`config.mk`:
```
export PLATFORM = sky130hd
export DESIGN_NAME = quad_prescaled_timers
export DESIGN_NICKNAME = d
export VERILOG_FILES = /design/src/design/qt_pkg.sv /design/src/design/tick_if.sv /design/src/design/quad_prescaled_timers.sv /design/src/design/timer_tick_source.sv
export VERILOG_INCLUDE_DIRS = /design/src /design/src/design
export SDC_FILE = /design/constraint.sdc
export NUM_CORES = 1
export LEC_CHECK = 0
export BUFFER_PORTS_ARGS = -buffer_cell sky130_fd_sc_hd__buf_4
export CORE_MARGIN = 1.5
export CORE_UTILIZATION = 50
export DETAILED_ROUTE_END_ITERATION = 12
export GPL_ROUTABILITY_DRIVEN = 0
export PLACE_DENSITY_LB_ADDON = 0.3
export SLEW_MARGIN = 10
export SYNTH_ARGS = -nofsm -noshare
export SYNTH_HDL_FRONTEND = slang
export SYNTH_SLANG_ARGS = --single-unit
export TNS_END_PERCENT = 50
```
`constraint.sdc`:
```
create_clock -name core_clk -period 2.8 [get_ports core_clk]
set_clock_uncertainty 0.05 [all_clocks]
set_input_delay 0.56 -clock core_clk [delete_from_list [all_inputs] [get_ports core_clk]]
set_output_delay 0.56 -clock core_clk [all_outputs]
set_load 0.01 [all_outputs]
```
`src/design/quad_timers_map.svh`:
```
// register map, field positions and timing constants of the four timers
`ifndef QUAD_TIMERS_MAP_SVH
`define QUAD_TIMERS_MAP_SVH

`define QT_REG_CTRL_A    5'h0c
`define QT_REG_CTRL_B    5'h0d
`define QT_REG_CTRL_CD   5'h0e
`define QT_REG_DATA_BASE 5'h0f

`define QT_OUT_RESET_BIT 4
`define QT_CD_C_LSB      4
`define QT_CD_D_LSB      0

`define QT_MODE_STOP     4'h0
`define QT_MODE_EVENT    4'h8
`define QT_CNT_ONE       8'h01
`define QT_CTRL_RESET    4'h0
`define QT_CD_RESET      3'h0
`define QT_PRE_RESET     8'h00

`define QT_PRE_4         8'h04
`define QT_PRE_10        8'h0a
`define QT_PRE_16        8'h10
`define QT_PRE_50        8'h32
`define QT_PRE_64        8'h40
`define QT_PRE_100       8'h64
`define QT_PRE_200       8'hc8

`endif

```
`src/design/qt_pkg.sv`:
```
// types shared by the timer block
package qt_pkg;
  typedef logic [7:0] byte_t;
  typedef enum logic [3:0] {
    KIND_STOP  = 4'b0001,
    KIND_DELAY = 4'b0010,
    KIND_EVENT = 4'b0100,
    KIND_PULSE = 4'b1000
  } timer_kind_t;
endpackage

```
`src/design/tick_if.sv`:
```
// carrier between a timer counter and its count pulse source
`timescale 1ns/1ps
`default_nettype none
interface tick_if;
  logic [3:0] mode;
  logic       aux;
  logic       edgeSel;
  logic       countPulse;
  modport src  (input mode, input aux, input edgeSel, output countPulse);
  modport user (output mode, output aux, output edgeSel, input countPulse);
endinterface // tick_if
`default_nettype wire

```
`src/design/quad_prescaled_timers.sv`:
```
// four prescaled down-counter timers with their host byte registers
`timescale 1ns/1ps
`default_nettype none
`include "quad_timers_map.svh"
module quad_prescaled_timers (
  input  wire logic       core_clk,
  input  wire logic       rst,
  input  wire logic       chipSelN,
  input  wire logic       busStrobeN,
  input  wire logic       readNotWrite,
  input  wire logic [4:0] regAddr,
  input  wire logic [7:0] dataIn,
  output var  logic [7:0] dataOut,
  output var  logic       dataOe,
  input  wire logic       timerAAuxInput,
  input  wire logic       timerBAuxInput,
  input  wire logic       edgeSelA,
  input  wire logic       edgeSelB,
  output var  logic [3:0] timerOut,
  output var  logic [3:0] timeoutPulse,
  output var  logic       gpLineFourLevel,
  output var  logic       gpLineThreeLevel
);
  logic [3:0]    modeA_q;
  logic [3:0]    modeB_q;
  logic [2:0]    modeC_q;
  logic [2:0]    modeD_q;
  logic [3:0]    modeArr [4];
  logic [3:0]    forceLow;
  logic [3:0]    dataWr;
  logic          strobePrev_q;
  logic          selected;
  logic          accStart;
  logic          wrStart;
  logic          rdStart;
  logic          strobeRise;
  qt_pkg::byte_t rdMux;
  qt_pkg::byte_t dataOut_q;
  qt_pkg::byte_t reload_q [4];
  qt_pkg::byte_t count_q [4];
  qt_pkg::byte_t readReg_q [4];
  logic [3:0]    outLvl_q;
  logic [3:0]    timeout_q;
  logic [3:0]    auxArr;
  logic [3:0]    edgeArr;
  logic          gpFour_q;
  logic          gpThree_q;

  // host bus: strobe edges taken from the synchronous pin
  assign selected   = !chipSelN && !busStrobeN;
  assign accStart   = !chipSelN && !busStrobeN && strobePrev_q;
  assign wrStart    = accStart && !readNotWrite;
  assign rdStart    = accStart && readNotWrite;
  assign strobeRise = busStrobeN && !strobePrev_q;
  assign dataOe     = selected && readNotWrite;
  assign dataOut    = dataOut_q;

  always_ff @(posedge core_clk or posedge rst) begin
    if (rst)
      strobePrev_q <= 1'b1;
    else
      strobePrev_q <= busStrobeN;
  end

  always_ff @(posedge core_clk or posedge rst) begin
    if (rst) begin
      modeA_q <= `QT_CTRL_RESET;
      modeB_q <= `QT_CTRL_RESET;
      modeC_q <= `QT_CD_RESET;
      modeD_q <= `QT_CD_RESET;
    end else if (wrStart) begin
      case (regAddr)
        `QT_REG_CTRL_A: modeA_q <= dataIn[3:0];
        `QT_REG_CTRL_B: modeB_q <= dataIn[3:0];
        `QT_REG_CTRL_CD: begin
          modeC_q <= dataIn[`QT_CD_C_LSB +: 3];
          modeD_q <= dataIn[`QT_CD_D_LSB +: 3];
        end
        default: ;
      endcase
    end
  end

  // C and D see only stop or delay codes
  assign modeArr[0] = modeA_q;
  assign modeArr[1] = modeB_q;
  assign modeArr[2] = {1'b0, modeC_q};
  assign modeArr[3] = {1'b0, modeD_q};
  assign auxArr     = {2'b00, timerBAuxInput, timerAAuxInput};
  assign edgeArr    = {2'b00, edgeSelB, edgeSelA};

  // held for the whole write cycle, not just its first clock
  assign forceLow[0] = selected && !readNotWrite &&
                       (regAddr == `QT_REG_CTRL_A) &&
                       dataIn[`QT_OUT_RESET_BIT];
  assign forceLow[1] = selected && !readNotWrite &&
                       (regAddr == `QT_REG_CTRL_B) &&
                       dataIn[`QT_OUT_RESET_BIT];
  assign forceLow[3:2] = 2'b00;

  always_comb begin
    case (regAddr)
      `QT_REG_CTRL_A:  rdMux = {4'h0, modeA_q};
      `QT_REG_CTRL_B:  rdMux = {4'h0, modeB_q};
      `QT_REG_CTRL_CD: rdMux = {1'b0, modeC_q, 1'b0, modeD_q};
      `QT_REG_DATA_BASE:        rdMux = readReg_q[0];
      `QT_REG_DATA_BASE + 5'h1: rdMux = readReg_q[1];
      `QT_REG_DATA_BASE + 5'h2: rdMux = readReg_q[2];
      `QT_REG_DATA_BASE + 5'h3: rdMux = readReg_q[3];
      default:         rdMux = 8'h00;
    endcase
  end

  always_ff @(posedge core_clk or posedge rst) begin
    if (rst)
      dataOut_q <= 8'h00;
    else if (rdStart)
      dataOut_q <= rdMux;
  end

  // pulse width mode inverts the level seen by the aux interrupt
  // channel, so its active edge becomes the end of the pulse
  always_ff @(posedge core_clk or posedge rst) begin
    if (rst) begin
      gpFour_q  <= 1'b0;
      gpThree_q <= 1'b0;
    end else begin
      gpFour_q  <= timerAAuxInput ^
                   (modeA_q[3] && (modeA_q != `QT_MODE_EVENT));
      gpThree_q <= timerBAuxInput ^
                   (modeB_q[3] && (modeB_q != `QT_MODE_EVENT));
    end
  end
  assign gpLineFourLevel  = gpFour_q;
  assign gpLineThreeLevel = gpThree_q;
  assign timerOut         = outLvl_q;
  assign timeoutPulse     = timeout_q;

  tick_if tif [4] ();

  genvar g;
  generate
    for (g = 0; g < 4; g++) begin : g_timer
      logic stopped;
      logic tick;
      logic wrap;

      assign tif[g].mode    = modeArr[g];
      assign tif[g].aux     = auxArr[g];
      assign tif[g].edgeSel = edgeArr[g];

      timer_tick_source u_src (
        .core_clk (core_clk),
        .rst      (rst),
        .tif      (tif[g])
      );

      assign stopped   = (modeArr[g] == `QT_MODE_STOP);
      assign tick      = tif[g].countPulse;
      assign wrap      = tick && (count_q[g] == `QT_CNT_ONE);
      assign dataWr[g] = wrStart &&
                         (regAddr == `QT_REG_DATA_BASE + 5'(g));

      // counter and reload survive reset on purpose
      always_ff @(posedge core_clk) begin
        if (dataWr[g])
          reload_q[g] <= dataIn;
      end

      always_ff @(posedge core_clk) begin
        if (dataWr[g] && stopped)
          count_q[g] <= dataIn;
        else if (wrap)
          count_q[g] <= reload_q[g];
        else if (tick)
          count_q[g] <= count_q[g] - `QT_CNT_ONE;
      end

      always_ff @(posedge core_clk) begin
        if (strobeRise)
          readReg_q[g] <= count_q[g];
      end

      always_ff @(posedge core_clk or posedge rst) begin
        if (rst)
          timeout_q[g] <= 1'b0;
        else
          timeout_q[g] <= wrap;
      end

      always_ff @(posedge core_clk or posedge rst) begin
        if (rst)
          outLvl_q[g] <= 1'b0;
        else if (forceLow[g])
          outLvl_q[g] <= 1'b0;
        else if (wrap)
          outLvl_q[g] <= !outLvl_q[g];
      end

    end
  endgenerate
endmodule // quad_prescaled_timers
`default_nettype wire

```
`src/design/timer_tick_source.sv`:
```
// prescaler and auxiliary input logic that makes one timer's count pulses
`timescale 1ns/1ps
`default_nettype none
`include "quad_timers_map.svh"
module timer_tick_source (
  input wire logic core_clk,
  input wire logic rst,
  tick_if.src      tif
);
  qt_pkg::timer_kind_t kind;
  qt_pkg::byte_t       pre_q;
  qt_pkg::byte_t       divisor;
  logic                active;
  logic                prevActive_q;
  logic                preRun;
  logic                preTick;
  logic                evtPulse;
  logic                countPulse_q;

  always_comb begin
    if (tif.mode == `QT_MODE_STOP)
      kind = qt_pkg::KIND_STOP;
    else if (tif.mode == `QT_MODE_EVENT)
      kind = qt_pkg::KIND_EVENT;
    else if (tif.mode[3])
      kind = qt_pkg::KIND_PULSE;
    else
      kind = qt_pkg::KIND_DELAY;
  end

  // pulse width codes share the delay ratios through the low three bits
  always_comb begin
    case (tif.mode[2:0])
      3'h1:    divisor = `QT_PRE_4;
      3'h2:    divisor = `QT_PRE_10;
      3'h3:    divisor = `QT_PRE_16;
      3'h4:    divisor = `QT_PRE_50;
      3'h5:    divisor = `QT_PRE_64;
      3'h6:    divisor = `QT_PRE_100;
      3'h7:    divisor = `QT_PRE_200;
      default: divisor = `QT_PRE_4;
    endcase
  end

  assign active = tif.aux ~^ tif.edgeSel;
  assign preRun = (kind == qt_pkg::KIND_DELAY) ||
                  ((kind == qt_pkg::KIND_PULSE) && active);
  // a residue beyond a new, smaller ratio ticks at once, so a prescale
  // change only disturbs the first interval
  assign preTick = preRun && (pre_q >= divisor - `QT_CNT_ONE);
  // an edge bit change flips the active level and can count as well
  assign evtPulse = (kind == qt_pkg::KIND_EVENT) && active &&
                    !prevActive_q;

  always_ff @(posedge core_clk or posedge rst) begin
    if (rst)
      pre_q <= `QT_PRE_RESET;
    else if (!preRun)
      pre_q <= `QT_PRE_RESET;
    else if (preTick)
      pre_q <= `QT_PRE_RESET;
    else
      pre_q <= pre_q + `QT_CNT_ONE;
  end

  always_ff @(posedge core_clk or posedge rst) begin
    if (rst)
      prevActive_q <= 1'b0;
    else
      prevActive_q <= active;
  end

  always_ff @(posedge core_clk or posedge rst) begin
    if (rst)
      countPulse_q <= 1'b0;
    else
      countPulse_q <= preTick || evtPulse;
  end

  assign tif.countPulse = countPulse_q;
endmodule // timer_tick_source
`default_nettype wire

```
* Word-level counts from Yosys, hierarchy flattened
Memory sizes are Yosys's and may differ from the RTL's.
Index checks and enable logic that the tools add are counted.
** Operators by class
- Equality and inequality tests :: 51
- $lt $le $gt $ge :: 4
- Bitwise logic cells :: 12
- $add $sub $neg :: 12
- Muxes and demuxes :: 88
- Reductions and logical operators :: 68
** Operators by type and width (number)
- case mux 8 bit (6 select lines) :: 4
- two-way mux 8 bit :: 19
- subtractor 8 x 1 -> 8 bit (second input constant) :: 8
- case mux 8 bit (7 select lines) :: 1
- two-way mux 1 bit :: 53
- == test 3 bit (second input constant) :: 16
- logical AND 1 bit :: 37
- adder 8 x 1 -> 8 bit (second input constant) :: 4
- == test 8 x 1 -> 1 bit (second input constant) :: 4
- greater-or-equal comparator 8 bit :: 4
- == test 3 x 2 -> 1 bit (second input constant) :: 8
- two-way mux 4 bit :: 6
- OR reduction 8 bit :: 3
- == test 5 x 4 -> 1 bit (second input constant) :: 4
- == test 4 bit (second input constant) :: 4
- zero test 4 bit :: 4
- == test 5 bit (second input constant) :: 3
- zero test 1 bit :: 11
- two-way mux 2 bit :: 5
- == test 2 x 4 -> 1 bit (second input constant) :: 2
- == test 4 x 2 -> 1 bit (second input constant) :: 2
- == test 4 x 3 -> 1 bit (second input constant) :: 2
- logical OR 1 bit :: 8
- != test 4 bit (second input constant) :: 2
- 7 further kinds :: 21
** Word-level totals
- Output and inout bits :: 19
- Register bits :: 72
- Memories :: 3
- Word-level logic and storage cells :: 265
- RAM bits :: 96
** Memories
- count_q :: words 4, width 8, rd ports 4, clocked after memory_dff 0, wr ports 4, line quad_prescaled_timers.sv:40 : qt_pkg::byte_t count_q [4];
- readReg_q :: words 4, width 8, rd ports 4, clocked after memory_dff 0, wr ports 4, line quad_prescaled_timers.sv:41 : qt_pkg::byte_t readReg_q [4];
- reload_q :: words 4, width 8, rd ports 4, clocked after memory_dff 0, wr ports 1, line quad_prescaled_timers.sv:39 : qt_pkg::byte_t reload_q [4];

* Longest topological paths before layout
- Depth after elaboration :: 11
- Mapped depth :: 13
- Depth with buffers taken out :: 11

* Modules after synthesis
A second synthesis with hierarchy kept.
** Second synthesis, totals
- Cells, all modules :: 770
- Area, all modules :: 8913.5 µm²
** By module, submodules not included
- quad_prescaled_timers :: sequential area each 3709.8 µm², cells an instance 470, area an instance 6115.9 µm², times used 1
- timer_tick_source :: sequential area each 250.2 µm², cells an instance 75, area an instance 699.4 µm², times used 4

* Least setup slack after synthesis
OpenSTA, ideal clock, no wires.
- Path kind :: in2reg
- From :: input port chipSelN
- To :: memory count_q[2][0] in the netlist's numbering, enable pin
- Path buffers :: 0
- Slack :: 0.190 ns
- Data arrival time :: 2.234 ns
- Stages :: 3
- Cell sequence :: or4b_4 nor3_1 a21o_1
** RTL lines
- start, declared :: line quad_prescaled_timers.sv:8 : input wire logic chipSelN,
- end, declared :: line quad_prescaled_timers.sv:40

* Worst setup path in the final report
- From :: register modeD_q[2]
- To :: register g_timer[3].u_src.pre_q[3]
** On the way
- Word-level cells in the longest chain between the ends :: 7
** Ends and longest elaborated chain
- start, declared :: line quad_prescaled_timers.sv:27 : logic [2:0] modeD_q;
- start signal, assigned :: line quad_prescaled_timers.sv:70 : modeD_q <= `QT_CD_RESET;
- start signal, assigned :: line quad_prescaled_timers.sv:77 : modeD_q <= dataIn[`QT_CD_D_LSB +: 3];
- == test 3 bit, or another cell as far along :: line timer_tick_source.sv:33 : case (tif.mode[2:0])
- case mux 8 bit (6 select lines) or two-way mux 2 bit (tied branches) :: line timer_tick_source.sv:33, timer_tick_source.sv:21
- subtractor 8 x 1 -> 8 bit (no line), or another cell as far along
- greater-or-equal comparator 8 bit (no line) or logical OR 1 bit (tied branches)
- logical AND 1 bit :: line timer_tick_source.sv:50 : assign preTick = preRun && (pre_q >= divisor - `QT_CNT_ONE);
- two-way mux 8 bit :: line timer_tick_source.sv:60 : else if (preTick)
- two-way mux 8 bit (*) :: line timer_tick_source.sv:58 : else if (!preRun)
- end signal, assigned :: line timer_tick_source.sv:57 : pre_q <= `QT_PRE_RESET;
- end signal, assigned :: line timer_tick_source.sv:59 : pre_q <= `QT_PRE_RESET;
- end signal, assigned :: line timer_tick_source.sv:61 : pre_q <= `QT_PRE_RESET;
- end, declared :: line timer_tick_source.sv:11 : qt_pkg::byte_t pre_q;
Every way passes the cells marked *; elsewhere a longest branch is shown, timed or not.
A chain may end at the register's enable or synchronous reset.

==> impl_metrics.tcl <==
set metrics [dict create \
    status "complete, no violations" \
    htreeDepth 4 \
    start_util 0.507 \
    synth-compound-area-share 0.106 \
    routed_via_density 5.93 \
    finalHoldViolations 0 \
    cap_violations 0 \
    power.internal_w 0.00444 \
    routedWlPerCell_um 19.1 \
    critical_path_buf_inv_count 1 \
    numCtsBuffers 17 \
    timing.fmax_mhz 382 \
    hpwl_um 14200 \
    path_depth 10 \
    multi_input_area_um2 3830 \
    yosysTopAreaCellShare 0.331 \
    antenna_cells 0 \
    synth_top_family_by_area "simple AND/OR/NAND/NOR gates" \
    grt_pass1_vias 6266 \
    hold_path.class "primary input to asynchronous set/reset pin" \
    synth_area_leaders "edfxtp_1 33%, dfrtp_1 20%, ha_1 6.3%" \
    clock-root-buffer "clkbuf_16" \
    synth_fp_nets 833 \
    cts_tree "done" \
    fin_hold_ws_ns 0.0162 \
    routed_wl_um 20200 \
    arrival_ns 2.91 \
    fp.dieW_um 135 \
    met2_length_um 9470 \
    core_um2 17200 \
    nets 890 \
    synth_enable_flop_cells 96 \
    cp_slowest_stage_delay_ns 0.49 \
    min_period_ns 2.62 \
    drv_slew 0 \
    reg2reg_depth 10 \
    fp-row-count 48 \
    fin_setup_tns_ns 0 \
    regArea_um2 4660 \
    rr_startpoint "modeD_q[2]" \
    p_leak_nw 4.10 \
    switchingPower_w 0.00158 \
    die_area_um2 18200 \
    nFillCells 1442 \
    ys.flop_type "edfxtp_1" \
    layout-drive-gt1-share 0.166 \
    gr-total-overflow 0 \
    grt.total_usage 0.231 \
    drt-met1-wl_um 8980 \
    cts_setup_buffers 0 \
    final_area_um2 9960 \
    clock_latency_ns 0.43 \
    postPlaceCellArea_um2 9360 \
    postSynthCellCount 767 \
    p_comb_frac 0.126 \
    slowest_stage "a221o_2" \
    clk_pin_slew_ns 0.06 \
    io_pins 41 \
    seq_power_share 0.479 \
    synth_cell_types 64 \
    final_cells 1062 \
    synth_commonest_cells "96 x edfxtp_1, 70 x dfrtp_1, 56 x nand2_1" \
    ys_async_sr_fraction 0.425 \
    crit_chain "buf_4, nor2_1, a21oi_1, ha_1, xnor2_1, ha_1, a21oi_1, o21ai_0, a221o_2, nor3_1" \
    irDropWorstVdd_mv 0.430 \
    syn_area_per_cell_um2 11.4 \
    drt.antenna.violating_nets 0 \
    synthXorXnorAreaFrac 0.0543 \
    grt_max_degree 37 \
    clockBufferDepth 2 \
    clockPowerShare 0.395 \
    holdBufCountCts 0 \
    critPathLaunchType "register" \
    synth_top_area_cell "edfxtp_1" \
    synth-seq-area-share 0.535 \
    grt_pass1_wl_um 32200 \
    reg2reg_to "g_timer[3].u_src.pre_q[3]" \
    ys_warn_count 0 \
    worst_pin_slew_ns 0.742 \
    dr.max_layer_used "met4" \
    swShare 0.262 \
    powerDensity_nw_per_um2 604 \
    end_kind "register" \
    netlist_area_um2 8710 \
    drc 0 \
    drtIter0Drc 548 \
    total_power_w 0.00601 \
    cp_max_fo 9 \
    synthAdderAreaFrac 0.0632 \
    dp.cells 1030 \
    drtPass1Iterations 5 \
    worst_ep_required_time_ns 3.09 \
    r2r_slack_ns 0.18 \
    die_h_um 135 \
    dr_wl_met3_um 1210 \
    portBuffers 40 \
    numClockSinks 167 \
    crit_type "register to register" \
    antenna_found_initial 0 \
    relSlewSlack 0.501 \
    area_delta_synth_final_pct 14.4 \
    finalCritPeriodShare 0.936 \
    ys_ff_latch 167 \
    critical_path.top_delay_family "compound AO/OA/AOI/OAI gates" \
    synthMostInstantiatedCell "edfxtp_1" \
    muxShareOfSynthArea 0.0608 \
    setup_viol 0 \
    synthSimpleGateAreaFrac 0.155 \
    vias 6293 \
]
[sequential cells by signal (all words and copies together), names as in the netlist]
signal / count
count_q: 32
dataOut: 8
g_timer.u_src.pre_q: 32
g_timer.u_src.prevActive_q: 2
g_timer.u_src.tif.countPulse: 4
gpLineFourLevel: 1
gpLineThreeLevel: 1
modeA_q: 4
modeB_q: 4
modeC_q: 3
modeD_q: 3
readReg_q: 32
reload_q: 32
strobePrev_q: 1
timeoutPulse: 4
timerOut: 4
[layout make-up]
type                    count  area share
well taps                 225      0.0283
clock inverters            13      0.0149
inverters                  30      0.0113
multi-input cells         546       0.384
clock buffers              19      0.0455
repair buffers             62      0.0480
flip-flops and latches    167       0.468
[how the worst max path moves through the flow]
stage	from	endpoint	slack, ns
after global placement	chipSelN	count_q[3][7]	0.32
final	modeD_q[2]	g_timer[3].u_src.pre_q[3]	0.18
after floorplan	chipSelN	count_q[2][0]	0.19
after CTS	modeD_q[2]	g_timer[3].u_src.pre_q[3]	0.18
after global routing	modeD_q[2]	g_timer[3].u_src.pre_q[3]	-0.05
after detailed placement	modeC_q[1]	g_timer[2].u_src.pre_q[4]	0.21
[repair_timing]
item | in CTS | in global routing
gates resized for setup | 0 | 4
endpoints found under the setup margin | 0 | 4
hold endpoints to repair | 0 | 0
[per-stage QoR]
| stage | utilization | setup WS, ns |
|---|---|---|
| 2_1_floorplan | - | 0.190 |
| 3_3_place_gp | 0.545 | 0.324 |
| 3_5_place_dp | 0.545 | 0.209 |
| 4_1_cts | 0.580 | 0.177 |
| 5_1_grt | 0.580 | -0.0518 |
| 6_report | 0.580 | 0.179 |
[routing by layer]
layer  vias up  track usage
li1       2938            -
met1      3096        0.307
met2       216        0.369
met3        43       0.0548
met4         0       0.0896
met5         -            0
[kinds of logic after synthesis]
family	Yosys count
flip-flops	167
AND/OR/NAND/NOR	253
AO/OA/AOI/OAI	145
multiplexers	50
XOR/XNOR	54
adder cells (fa/ha/maj)	44
buffers and inverters	54
[cells in the final DEF, fill, tap and decap left out, drive strengths merged, types with 10 or more instances in the layout]
cell    instances
xor2           38
a21oi          43
clkbuf         19
nor3b          14
nor3           37
edfxtp         96
nand2          56
xnor2          16
buf            62
o21ai          50
nand3          27
mux2           23
ha             44
and3           12
inv            31
nand2b         10
dfrtp          70
nor2           44
mux2i          27
[power by group through the flow]
stage | combinational, W | clock, W | sequential (W)
finish | 0.000758 | 0.00238 | 0.00288
global route | 0.000858 | 0.00251 | 0.00289
CTS | 0.000762 | 0.00241 | 0.00288
floorplan | 0.000523 | 0 | 0.00287
global placement | 0.000710 | 0 | 0.00292
detailed placement | 0.000754 | 0 | 0.00293
(Power assumes the default switching activity.)
